**config.mk**
```make
export PLATFORM = sky130hd
export DESIGN_NAME = qrpt_top
export DESIGN_NICKNAME = d
export VERILOG_FILES = /design/src/include/qrpt_pkg.sv /design/src/include/qrpt_tick_if.sv /design/src/hdl/qrpt_prescaler.sv /design/src/hdl/qrpt_irq.sv /design/src/hdl/qrpt_top.sv
export SDC_FILE = /design/constraint.sdc
export NUM_CORES = 1
export LEC_CHECK = 0
export BUFFER_PORTS_ARGS = -buffer_cell sky130_fd_sc_hd__buf_4
export CAP_MARGIN = 20
export CELL_PAD_IN_SITES_DETAIL_PLACEMENT = 1
export CELL_PAD_IN_SITES_GLOBAL_PLACEMENT = 2
export CORE_AREA = 2 2 156 235
export CTS_CLUSTER_DIAMETER = 100
export DETAILED_ROUTE_END_ITERATION = 10
export DIE_AREA = 0 0 158 237
export PLACE_DENSITY_LB_ADDON = 0.1
export SLEW_MARGIN = 5
export SYNTH_ARGS = -nofsm -noshare
export SYNTH_HDL_FRONTEND = slang
export SYNTH_HIERARCHICAL = 1
export SYNTH_SLANG_ARGS = --single-unit
export TNS_END_PERCENT = 20
```
**constraint.sdc**
```tcl
create_clock -name sys_clk -period 13.55 [get_ports sys_clk]
set_input_delay 2.71 -clock sys_clk [delete_from_list [all_inputs] [get_ports sys_clk]]
set_output_delay 2.71 -clock sys_clk [all_outputs]
set_load 0.03 [all_outputs]
```
**src/include/qrpt_pkg.sv**
```systemverilog
// Constants shared by the quad reload PWM timer control block.
// Assumes an 8-bit register port on one 40 MHz system clock.
package qrpt_pkg;

  // ****************************************************************
  // Register offsets on the 8-bit register port
  // ****************************************************************
  localparam logic [7:0] QRPT_CTRL_ADDR  = 8'h00_C8; // Flags and runs.
  localparam logic [7:0] QRPT_MODE0_ADDR = 8'h00_C9; // Units A and B.
  localparam logic [7:0] QRPT_MODE1_ADDR = 8'h00_CA; // Units C and D.
  localparam logic [7:0] QRPT_STAT_ADDR  = 8'h00_E0; // Sticky events.
  localparam logic [7:0] QRPT_MASK_ADDR  = 8'h00_E1; // Event mask.
  // Reload byte addresses, one per unit, A first.
  localparam logic [7:0] QRPT_LOW_ADDR  [4] =
    '{8'h00_CC, 8'h00_CE, 8'h00_D4, 8'h00_D6};
  localparam logic [7:0] QRPT_HIGH_ADDR [4] =
    '{8'h00_CD, 8'h00_CF, 8'h00_D5, 8'h00_D7};

  // ****************************************************************
  // Field positions and reset values
  // ****************************************************************
  localparam int         QRPT_FLAG_POS   = 4;       // Flag nibble base.
  localparam int         QRPT_RUN_POS    = 0;       // Run nibble base.
  localparam int         QRPT_MODE_POS   = 3;       // Mode bit in nibble.
  localparam logic [7:0] QRPT_CTRL_RST   = 8'h00_00;
  localparam logic [7:0] QRPT_MODE_RST   = 8'h00_00;
  localparam logic [7:0] QRPT_RELOAD_RST = 8'h00_00;
  localparam logic [3:0] QRPT_MASK_RST   = 4'h0;

  // ****************************************************************
  // Operating modes and prescale divisors
  // ****************************************************************
  typedef enum logic { QRPT_AUTO_RELOAD, QRPT_PWM } qrpt_mode_t;

  // Prescale code to divide count minus one.
  function automatic logic [9:0] qrpt_div_limit(input logic [2:0] sel);
    logic [9:0] lim;
    lim = 10'h000;
    case (sel)
      3'h0:    lim = 10'h000;
      3'h1:    lim = 10'h001;
      3'h2:    lim = 10'h007;
      3'h3:    lim = 10'h00F;
      3'h4:    lim = 10'h03F;
      3'h5:    lim = 10'h07F;
      3'h6:    lim = 10'h1FF;
      default: lim = 10'h3FF;
    endcase
    return lim;
  endfunction : qrpt_div_limit

endpackage : qrpt_pkg

```
**src/include/qrpt_tick_if.sv**
```systemverilog
// Link between one timer unit and its prescaler.
// Assumes both ends run on the system clock.
`timescale 1ns/10ps
interface qrpt_tick_if;
  logic       run;  // Prescaler may count.
  logic [2:0] sel;  // Prescale code.
  logic       tick; // One-cycle count enable.
  modport ctrl  (output run, output sel, input tick);
  modport presc (input run, input sel, output tick);
endinterface : qrpt_tick_if

```
**src/hdl/qrpt_prescaler.sv**
```systemverilog
// Clock divider giving one count enable pulse per prescale period.
// Assumes run and select are stable while counting.
`timescale 1ns/10ps
module qrpt_prescaler
  import qrpt_pkg::*;
#(
  parameter int CNT_W = 10
)(
  input  wire logic   sys_clk,
  input  wire logic   rst_n,
  qrpt_tick_if.presc  tk
);

  // The largest divisor needs ten bits.
  if (CNT_W < 10)
  begin : g_chk
    $error("qrpt_prescaler: CNT_W must be at least 10");
  end

  logic [CNT_W-1:0] div_cnt; // Cycles since the last pulse.
  logic [9:0]       limit;   // Terminal count for the code.

  assign limit   = qrpt_div_limit(tk.sel);
  assign tk.tick = tk.run && (div_cnt >= CNT_W'(limit));

  // Count cycles while running, restart from zero when stopped.
  // Independent system-clock divider
  always_ff @(posedge sys_clk or negedge rst_n)
  begin
    if (!rst_n)
      div_cnt <= '0;
    else if (!tk.run || tk.tick)
      div_cnt <= '0;
    else
      div_cnt <= div_cnt + CNT_W'(1);
  end

endmodule : qrpt_prescaler

```
**src/hdl/qrpt_irq.sv**
```systemverilog
// Sticky event status, mask and one level interrupt.
// Assumes events are one-cycle pulses on the system clock.
`timescale 1ns/10ps
module qrpt_irq
  import qrpt_pkg::*;
#(
  parameter int N = 4
)(
  input  wire logic         sys_clk,
  input  wire logic         rst_n,
  input  wire logic [N-1:0] events,
  input  wire logic         stat_rd,
  input  wire logic         mask_wr,
  input  wire logic [N-1:0] mask_wdata,
  output logic      [N-1:0] status,
  output logic      [N-1:0] mask,
  output logic              irq
);

  // Read clears, but an event in that very cycle is kept.
  always_ff @(posedge sys_clk or negedge rst_n)
  begin
    if (!rst_n)
      status <= '0;
    else
      status <= (stat_rd ? '0 : status) | events;
  end

  // Mask register written by software.
  always_ff @(posedge sys_clk or negedge rst_n)
  begin
    if (!rst_n)
      mask <= QRPT_MASK_RST[N-1:0];
    else if (mask_wr)
      mask <= mask_wdata;
  end

  // Level output, high while any unmasked bit stands.
  assign irq = |(status & mask);

endmodule : qrpt_irq

```
**src/hdl/qrpt_top.sv**
```systemverilog
// Four independent down-counting timers with register port.
// Assumes the register master is on sys_clk and never waits.
// Service-entry pulses come from the same clock domain.
//
// The plain strobed port was decided locally.
`timescale 1ns/10ps
module qrpt_top
  import qrpt_pkg::*;
#(
  parameter int N_UNITS = 4
)(
  input  wire logic               sys_clk,
  input  wire logic               resetn,
  input  wire logic [7:0]         reg_addr,
  input  wire logic [7:0]         reg_wdata,
  input  wire logic               reg_wr,
  input  wire logic               reg_rd,
  output logic      [7:0]         reg_rdata,
  input  wire logic               bit_wr,
  input  wire logic [2:0]         bit_sel,
  input  wire logic               bit_val,
  input  wire logic [N_UNITS-1:0] isr_enter,
  output logic      [N_UNITS-1:0] unit_primary_out,
  output logic      [N_UNITS-1:0] unit_inverse_out,
  output logic                    irq
);

  // ****************************************************************
  // Elaboration check
  // ****************************************************************

  // The register layout holds exactly four units.
  if (N_UNITS != 4)
  begin : g_chk
    $error("qrpt_top: N_UNITS must be 4");
  end

  // ****************************************************************
  // Reset release
  // ****************************************************************

  logic rst_meta; // First stage, read only by the second.
  logic rst_n;    // Released reset used by all logic.

  // Assert at once, release two edges after resetn rises.
  always_ff @(posedge sys_clk or negedge resetn)
  begin
    if (!resetn)
    begin
      rst_meta <= 1'b0;
      rst_n    <= 1'b0;
    end
    else
    begin
      rst_meta <= 1'b1;
      rst_n    <= rst_meta;
    end
  end

  // ****************************************************************
  // Register storage
  // ****************************************************************

  logic [N_UNITS-1:0] unit_expiry_flag; // Expiry flags, A at bit 0.
  logic [N_UNITS-1:0] unit_run;         // Run bits, A at bit 0.
  logic [7:0]         mode_lower_pair;  // Units A and B.
  logic [7:0]         mode_upper_pair;  // Units C and D.
  logic [7:0]         unit_reload_low  [N_UNITS]; // Low duty bytes.
  logic [7:0]         unit_reload_high [N_UNITS]; // High duty bytes.
  logic [N_UNITS-1:0] unit_mode_sel;    // One means PWM.
  logic [2:0]         unit_prescale [N_UNITS]; // Prescale codes.
  logic [N_UNITS-1:0] expire;           // One-cycle expiry events.
  logic [N_UNITS-1:0] irq_status;       // Sticky event copies.
  logic [N_UNITS-1:0] irq_mask;         // Interrupt mask.
  logic               ctrl_wr;          // Whole control write.
  logic               ctrl_bit_wr;      // Single control bit write.
  logic [15:0]        mode_both;        // Both mode registers, A lowest.

  assign ctrl_wr     = reg_wr && (reg_addr == QRPT_CTRL_ADDR);
  assign ctrl_bit_wr = bit_wr;

  // Join both mode registers so every unit owns one nibble of a
  // single vector; no index can then fall outside its register.
  assign mode_both = {mode_upper_pair, mode_lower_pair};

  // Unpack the joined mode registers into per-unit fields.
  // Each nibble holds the prescale code low and the mode bit high.
  always_comb
  begin
    for (int i = 0; i < N_UNITS; i++)
    begin
      unit_mode_sel[i] = mode_both[4*i + QRPT_MODE_POS];
      unit_prescale[i] = mode_both[4*i +: 3];
    end
  end

  // ****************************************************************
  // Control register: expiry flags and run bits
  // ****************************************************************

  // Run bits follow byte writes and single-bit writes.
  // Run nibble, bitwise
  always_ff @(posedge sys_clk or negedge rst_n)
  begin
    if (!rst_n)
      unit_run <= QRPT_CTRL_RST[QRPT_RUN_POS +: 4];
    else if (ctrl_wr)
      unit_run <= reg_wdata[QRPT_RUN_POS +: 4];
    else if (ctrl_bit_wr && !bit_sel[2])
      unit_run[bit_sel[1:0]] <= bit_val;
  end

  // Flags: service clear first, then software, then hardware set.
  // Ordering this way keeps an expiry that meets any clear.
  always_ff @(posedge sys_clk or negedge rst_n)
  begin
    if (!rst_n)
      unit_expiry_flag <= QRPT_CTRL_RST[QRPT_FLAG_POS +: 4];
    else
    begin
      for (int i = 0; i < N_UNITS; i++)
      begin
        if (isr_enter[i] && (unit_mode_sel[i] == QRPT_AUTO_RELOAD))
          unit_expiry_flag[i] <= 1'b0;
        if (ctrl_wr)
          unit_expiry_flag[i] <= reg_wdata[QRPT_FLAG_POS + i];
        else if (ctrl_bit_wr && bit_sel[2] && (bit_sel[1:0] == i))
          unit_expiry_flag[i] <= bit_val;
        if (expire[i])
          unit_expiry_flag[i] <= 1'b1;
      end
    end
  end

  // ****************************************************************
  // Mode and reload registers
  // ****************************************************************

  // Mode and prescale are taken as written; software keeps them
  // still while a unit runs, so no guard is spent here.
  always_ff @(posedge sys_clk or negedge rst_n)
  begin
    if (!rst_n)
    begin
      mode_lower_pair <= QRPT_MODE_RST;
      mode_upper_pair <= QRPT_MODE_RST;
    end
    else if (reg_wr)
    begin
      if (reg_addr == QRPT_MODE0_ADDR)
        mode_lower_pair <= reg_wdata;
      if (reg_addr == QRPT_MODE1_ADDR)
        mode_upper_pair <= reg_wdata;
    end
  end

  // Reload bytes; a write while running is accepted as is, and
  // only takes effect when that unit next loads from that byte.
  always_ff @(posedge sys_clk or negedge rst_n)
  begin
    if (!rst_n)
    begin
      for (int i = 0; i < N_UNITS; i++)
      begin
        unit_reload_low[i]  <= QRPT_RELOAD_RST;
        unit_reload_high[i] <= QRPT_RELOAD_RST;
      end
    end
    else if (reg_wr)
    begin
      for (int i = 0; i < N_UNITS; i++)
      begin
        if (reg_addr == QRPT_LOW_ADDR[i])
          unit_reload_low[i] <= reg_wdata;
        if (reg_addr == QRPT_HIGH_ADDR[i])
          unit_reload_high[i] <= reg_wdata;
      end
    end
  end

  // ****************************************************************
  // Timer units
  // ****************************************************************

  for (genvar u = 0; u < N_UNITS; u++)
  begin : g_unit
    qrpt_tick_if  tk ();       // Prescaler link.
    logic         run_q;       // Run bit one cycle ago.
    logic         start;       // First running cycle.
    logic [15:0]  count;       // Down counter.
    logic         phase_high;  // PWM is in its high part.
    logic         out_level;   // Primary output level.
    logic         hit;         // Underflow or PWM match at one.
    logic [15:0]  reload_word; // Joined reload value.

    assign reload_word = {unit_reload_high[u], unit_reload_low[u]};
    assign start       = unit_run[u] && !run_q;
    // Counting starts the cycle after the load.
    assign tk.run      = unit_run[u] && run_q;
    assign tk.sel      = unit_prescale[u];

    qrpt_prescaler #(
      .CNT_W (10)
    ) u_presc (
      .sys_clk (sys_clk),
      .rst_n   (rst_n),
      .tk      (tk)
    );

    // Auto-reload underflows from zero; PWM matches when the low byte reaches one.
    always_comb
    begin
      if (unit_mode_sel[u] == QRPT_PWM)
        hit = (count[7:0] <= 8'h01);
      else
        hit = (count == 16'h0000);
    end

    assign expire[u] = tk.run && tk.tick && hit;

    // Remember the run bit to find its rising edge.
    always_ff @(posedge sys_clk or negedge rst_n)
    begin
      if (!rst_n)
        run_q <= 1'b0;
      else
        run_q <= unit_run[u];
    end

    // Counter, PWM phase and output level.
    always_ff @(posedge sys_clk or negedge rst_n)
    begin
      if (!rst_n)
      begin
        count      <= 16'h0000;
        phase_high <= 1'b1;
        out_level  <= 1'b1;
      end
      else if (!unit_run[u])
      begin
        count      <= 16'h0000;
        phase_high <= 1'b1;
        out_level  <= 1'b1;
      end
      else if (start)
      begin
        phase_high <= 1'b1;
        out_level  <= 1'b1;
        if (unit_mode_sel[u] == QRPT_PWM)
          count <= {8'h00, unit_reload_high[u]};
        else
          count <= reload_word;
      end
      else if (tk.tick)
      begin
        if (!hit)
          count <= count - 16'h0001;
        else if (unit_mode_sel[u] == QRPT_PWM)
        begin
          count      <= phase_high ? {8'h00, unit_reload_low[u]}
                                   : {8'h00, unit_reload_high[u]};
          phase_high <= !phase_high;
          out_level  <= !out_level;
        end
        else
        begin
          count     <= reload_word;
          out_level <= !out_level;
        end
      end
    end

    assign unit_primary_out[u] = out_level;
    assign unit_inverse_out[u] = !out_level;
  end

  // ****************************************************************
  // Interrupt status and mask
  // ****************************************************************

  qrpt_irq #(
    .N (N_UNITS)
  ) u_irq (
    .sys_clk    (sys_clk),
    .rst_n      (rst_n),
    .events     (expire),
    .stat_rd    (reg_rd && (reg_addr == QRPT_STAT_ADDR)),
    .mask_wr    (reg_wr && (reg_addr == QRPT_MASK_ADDR)),
    .mask_wdata (reg_wdata[N_UNITS-1:0]),
    .status     (irq_status),
    .mask       (irq_mask),
    .irq        (irq)
  );

  // ****************************************************************
  // Read path
  // ****************************************************************

  // Read data stand for the one cycle after the strobe, else zero.
  // Unmapped addresses read as zero.
  always_ff @(posedge sys_clk or negedge rst_n)
  begin
    if (!rst_n)
      reg_rdata <= 8'h00_00;
    else if (!reg_rd)
      reg_rdata <= 8'h00_00;
    else
    begin
      reg_rdata <= 8'h00_00;
      case (reg_addr)
        QRPT_CTRL_ADDR:  reg_rdata <= {unit_expiry_flag, unit_run};
        QRPT_MODE0_ADDR: reg_rdata <= mode_lower_pair;
        QRPT_MODE1_ADDR: reg_rdata <= mode_upper_pair;
        QRPT_STAT_ADDR:  reg_rdata <= {4'h0, irq_status};
        QRPT_MASK_ADDR:  reg_rdata <= {4'h0, irq_mask};
        default:
        begin
          // Reload bytes read back as stored.
          for (int i = 0; i < N_UNITS; i++)
          begin
            if (reg_addr == QRPT_LOW_ADDR[i])
              reg_rdata <= unit_reload_low[i];
            if (reg_addr == QRPT_HIGH_ADDR[i])
              reg_rdata <= unit_reload_high[i];
          end
        end
      endcase
    end
  end

endmodule : qrpt_top

```
==> qor.yml <==
clock_tree:
  clkSlewWorstSetupHoldPaths_ns: 0.06
  cts_tree: "done"
  h-tree-depth: 1
  numCtsBuffers: 26
  clk_latency_ns: 0.56
  clockBufferDepth: 3
  cts_sinks: 222
  root_buffer: "clkbuf_16"
  post_cts_buffers: 0
  ctsHoldBuffers: 0
  ctsResizeCount: 0
yosys:
  synth_area_sq_mm: 0.01438
  synth_ff_type: "dfrtp_1"
  syn-mean-instance-area_sq_um: 9.838
  synth_compound_area_frac: 0.1570
  ys_seq_area_frac: 0.3869
  yosys.area.top_type: "dfrtp_1"
  synth_cell_type_count: 91
  yosys.area_share.simple: 0.1889
  yosysWarnings: 6
  synthXorXnorAreaFrac: 0.04262
  synthMuxAreaShare: 0.1366
  ys_ff_latch: 222
  synth_fa_ha_area_frac: 0.04871
  synthesis.nets: 1547
  synth_top_family_by_area: "simple AND/OR/NAND/NOR gates"
  synth_top_area_share: 0.3723
  syn_inst: 1462
  synth_edf_count: 0
  async_flop_share: 1.000
  synth.top_cells.by_area: "dfrtp_1, mux2_2, mux2i_1"
final_layout:
  layout-drive-gt1-share: 0.1700
  final_nets: 1553
  final_core_util: 0.4493
  design_area_sq_mm: 0.01596
  fill_cells: 4011
  fin_cells: 1967
  syn2layout_area_growth_pct: 10.95
routing:
  routed_via_density: 5.899
  postRouteWirelength_um: 47500
  first_pass_iters: 5
  vias: 11604
  wl_per_cell_um: 24.15
  drtIter0Drc: 594
  drc: 0
  ant_nets: 0
floorplanning:
  rows: 85
  die-width_um: 158
  initial_utilization: 0.4049
  core_sq_mm: 0.03552
  fp.dieH_um: 237
  floorplan.die_area_sq_mm: 0.03745
  io_pins: 46
sta:
  report.final.slew_viol_count: 0
  skew_ns: 0.01872
  fin_setup_tns_ns: 0
  fmax_ghz: 0.2301
  worst_pin_slew_ns: 1.030
  setup_viol: 0
  fin_crit_sh: 0.3208
  slew_headroom: 0.3132
  rsz0062_at_grt: "no"
  period_minus_slack_ns: 4.347
  hold_viol: 0
  fin_ws_ns: 9.203
  hold_slack_ns: 0.3502
critical_path:
  critical_path.startpoint: "reg_addr[4]"
  r2r_slack_ns: 9.73
  cp_slowest_stage_delay_ns: 0.70
  reg2reg_from: "mode_lower_pair[6]"
  cp_cell_sequence: "buf_4 > nand4b_1 > nor3_1 > nand2_1 > o21ai_0 > o21ai_0"
  crit_top_cell: "o21ai_0"
  required_ns: 13.98
  critPathBufInv: 1
  crit_arrival_ns: 4.77
  endpoint: "unit_expiry_flag[0]"
  worst_r2r_path_depth: 11
  worstSetupPathDepth: 6
  crit_slowest_cell: "nor3_1"
  crit_path_end_kind: "flip-flop"
  critPathKind: "in -> reg"
  critPathLaunchType: "input pin"
  crit_family: "simple AND/OR/NAND/NOR gates"
  r2r_end: "g_unit[1].count[2]"
  cp_max_fo: 16
power_and_ir_drop:
  p_leak_nw: 7.029
  powerDensity_mw_per_mm2: 160.8
  total_power_mw: 2.566
  ir_drop_uv: 84.70
hold_path:
  hp-class: "reg -> reg"
global_routing:
  antenna_found_initial: 0
  grt_overflow: 0
  grt_pass1_vias: 12565
  grt_max_degree: 169
  grt_use_total: 0.2598
  grt_pass1_wl_um: 74640
job:
  drv_cap: 0
run_status:
  status: "finished, final reports clean"
place:
  place_area_sq_mm: 0.01505
  dp_worst_setup_slack_ns: 8.660
  port_buffers: 45
  dp_hpwl_um: 34620
  placed_cells: 1918
  gp_congestion: 0.8290
==> synthesized netlist by cell type, drive strengths merged, types with 12 or more instances <==
cell and instances:
xor2 30, a211oi 20, nand2b 21, mux2 90, nor4 15, or3 17
o21ai 58, nor3 83, nand3 50, nor2 111, a221o 12, clkbuf 48
ha 56, a21o 19, nand4 19, a32oi 12, xnor2 40, buf 29
inv 52, and2 15, a21oi 55, mux2i 77, dfrtp 214, nor2b 14
nand2 124, a22oi 12
==> routing by layer <==
metal,global-route usage,up-vias,wire length [um]
met3,0.02947,92,1447
met1,0.2947,5926,18390
li1,-,5391,-
met2,0.4829,195,25530
met5,0,-,0
met4,0.1117,0,2137
==> state kept, by name, indices dropped and copies added, names as in the netlist, 4 cells and up <==
register                count
g_unit.count               64
g_unit.reload_word         64
g_unit.u_presc/div_cnt     40
mode_lower_pair             8
mode_upper_pair             8
reg_rdata                   8
g_unit.out_level            4
g_unit.phase_high           4
g_unit.run_q                4
u_irq/mask                  4
u_irq/status                4
unit_expiry_flag            4
unit_run                    4
==> cell usage in the layout (no fill, tap or decap), drive strengths merged, types with 17 or more instances in the layout <==
cell type,instances
or3,17
nand3,50
nand2b,21
nor3,83
clkbuf,37
inv,52
nor2,111
o21ai,58
a21oi,55
a211oi,20
nand2,124
xor2,30
mux2,90
dfrtp,214
a21o,19
nand4,19
ha,56
buf,55
xnor2,40
mux2i,77
==> how the worst min path moves through the flow <==
stage             start    end  slack, ns  cells past startpoint
2_1_floorplan  rst_meta  rst_n       0.33                      0
3_3_place_gp   rst_meta  rst_n       0.34                      0
3_5_place_dp   rst_meta  rst_n       0.34                      0
4_1_cts        rst_meta  rst_n       0.35                      0
5_1_grt        rst_meta  rst_n       0.37                      0
6_report       rst_meta  rst_n       0.35                      0
==> cell type report <==
class | instances | area [sq um] | area share
diodes | 1 | 2.502 | 0.0001568
inverters | 52 | 195.2 | 0.01223
flip-flops and latches | 222 | 5569 | 0.3490
clock inverters | 11 | 157.7 | 0.009878
well taps | 478 | 598.1 | 0.03748
clock buffers | 37 | 753.2 | 0.04720
repair buffers | 55 | 425.4 | 0.02666
multi-input cells | 1111 | 8258 | 0.5174
==> kinds of logic (layout without fill, tap and decap cells) <==
kind of cell | count (synthesis) | count (layout)
other cells | 1 | 2
simple gates | 509 | 509
flops | 222 | 222
fa+ha+maj | 56 | 56
buf+inv | 129 | 155
compound gates | 300 | 300
mux | 175 | 175
xor+xnor | 70 | 70
==> where the power goes <==
group          switching (mW)  total [mW]  internal (mW)
clock                   0.303       0.764          0.462
combinational           0.609       0.966          0.357
sequential              0.108       0.836          0.728
total                    1.02        2.57           1.55
Note: power is estimated with default switching activity, not from simulation.
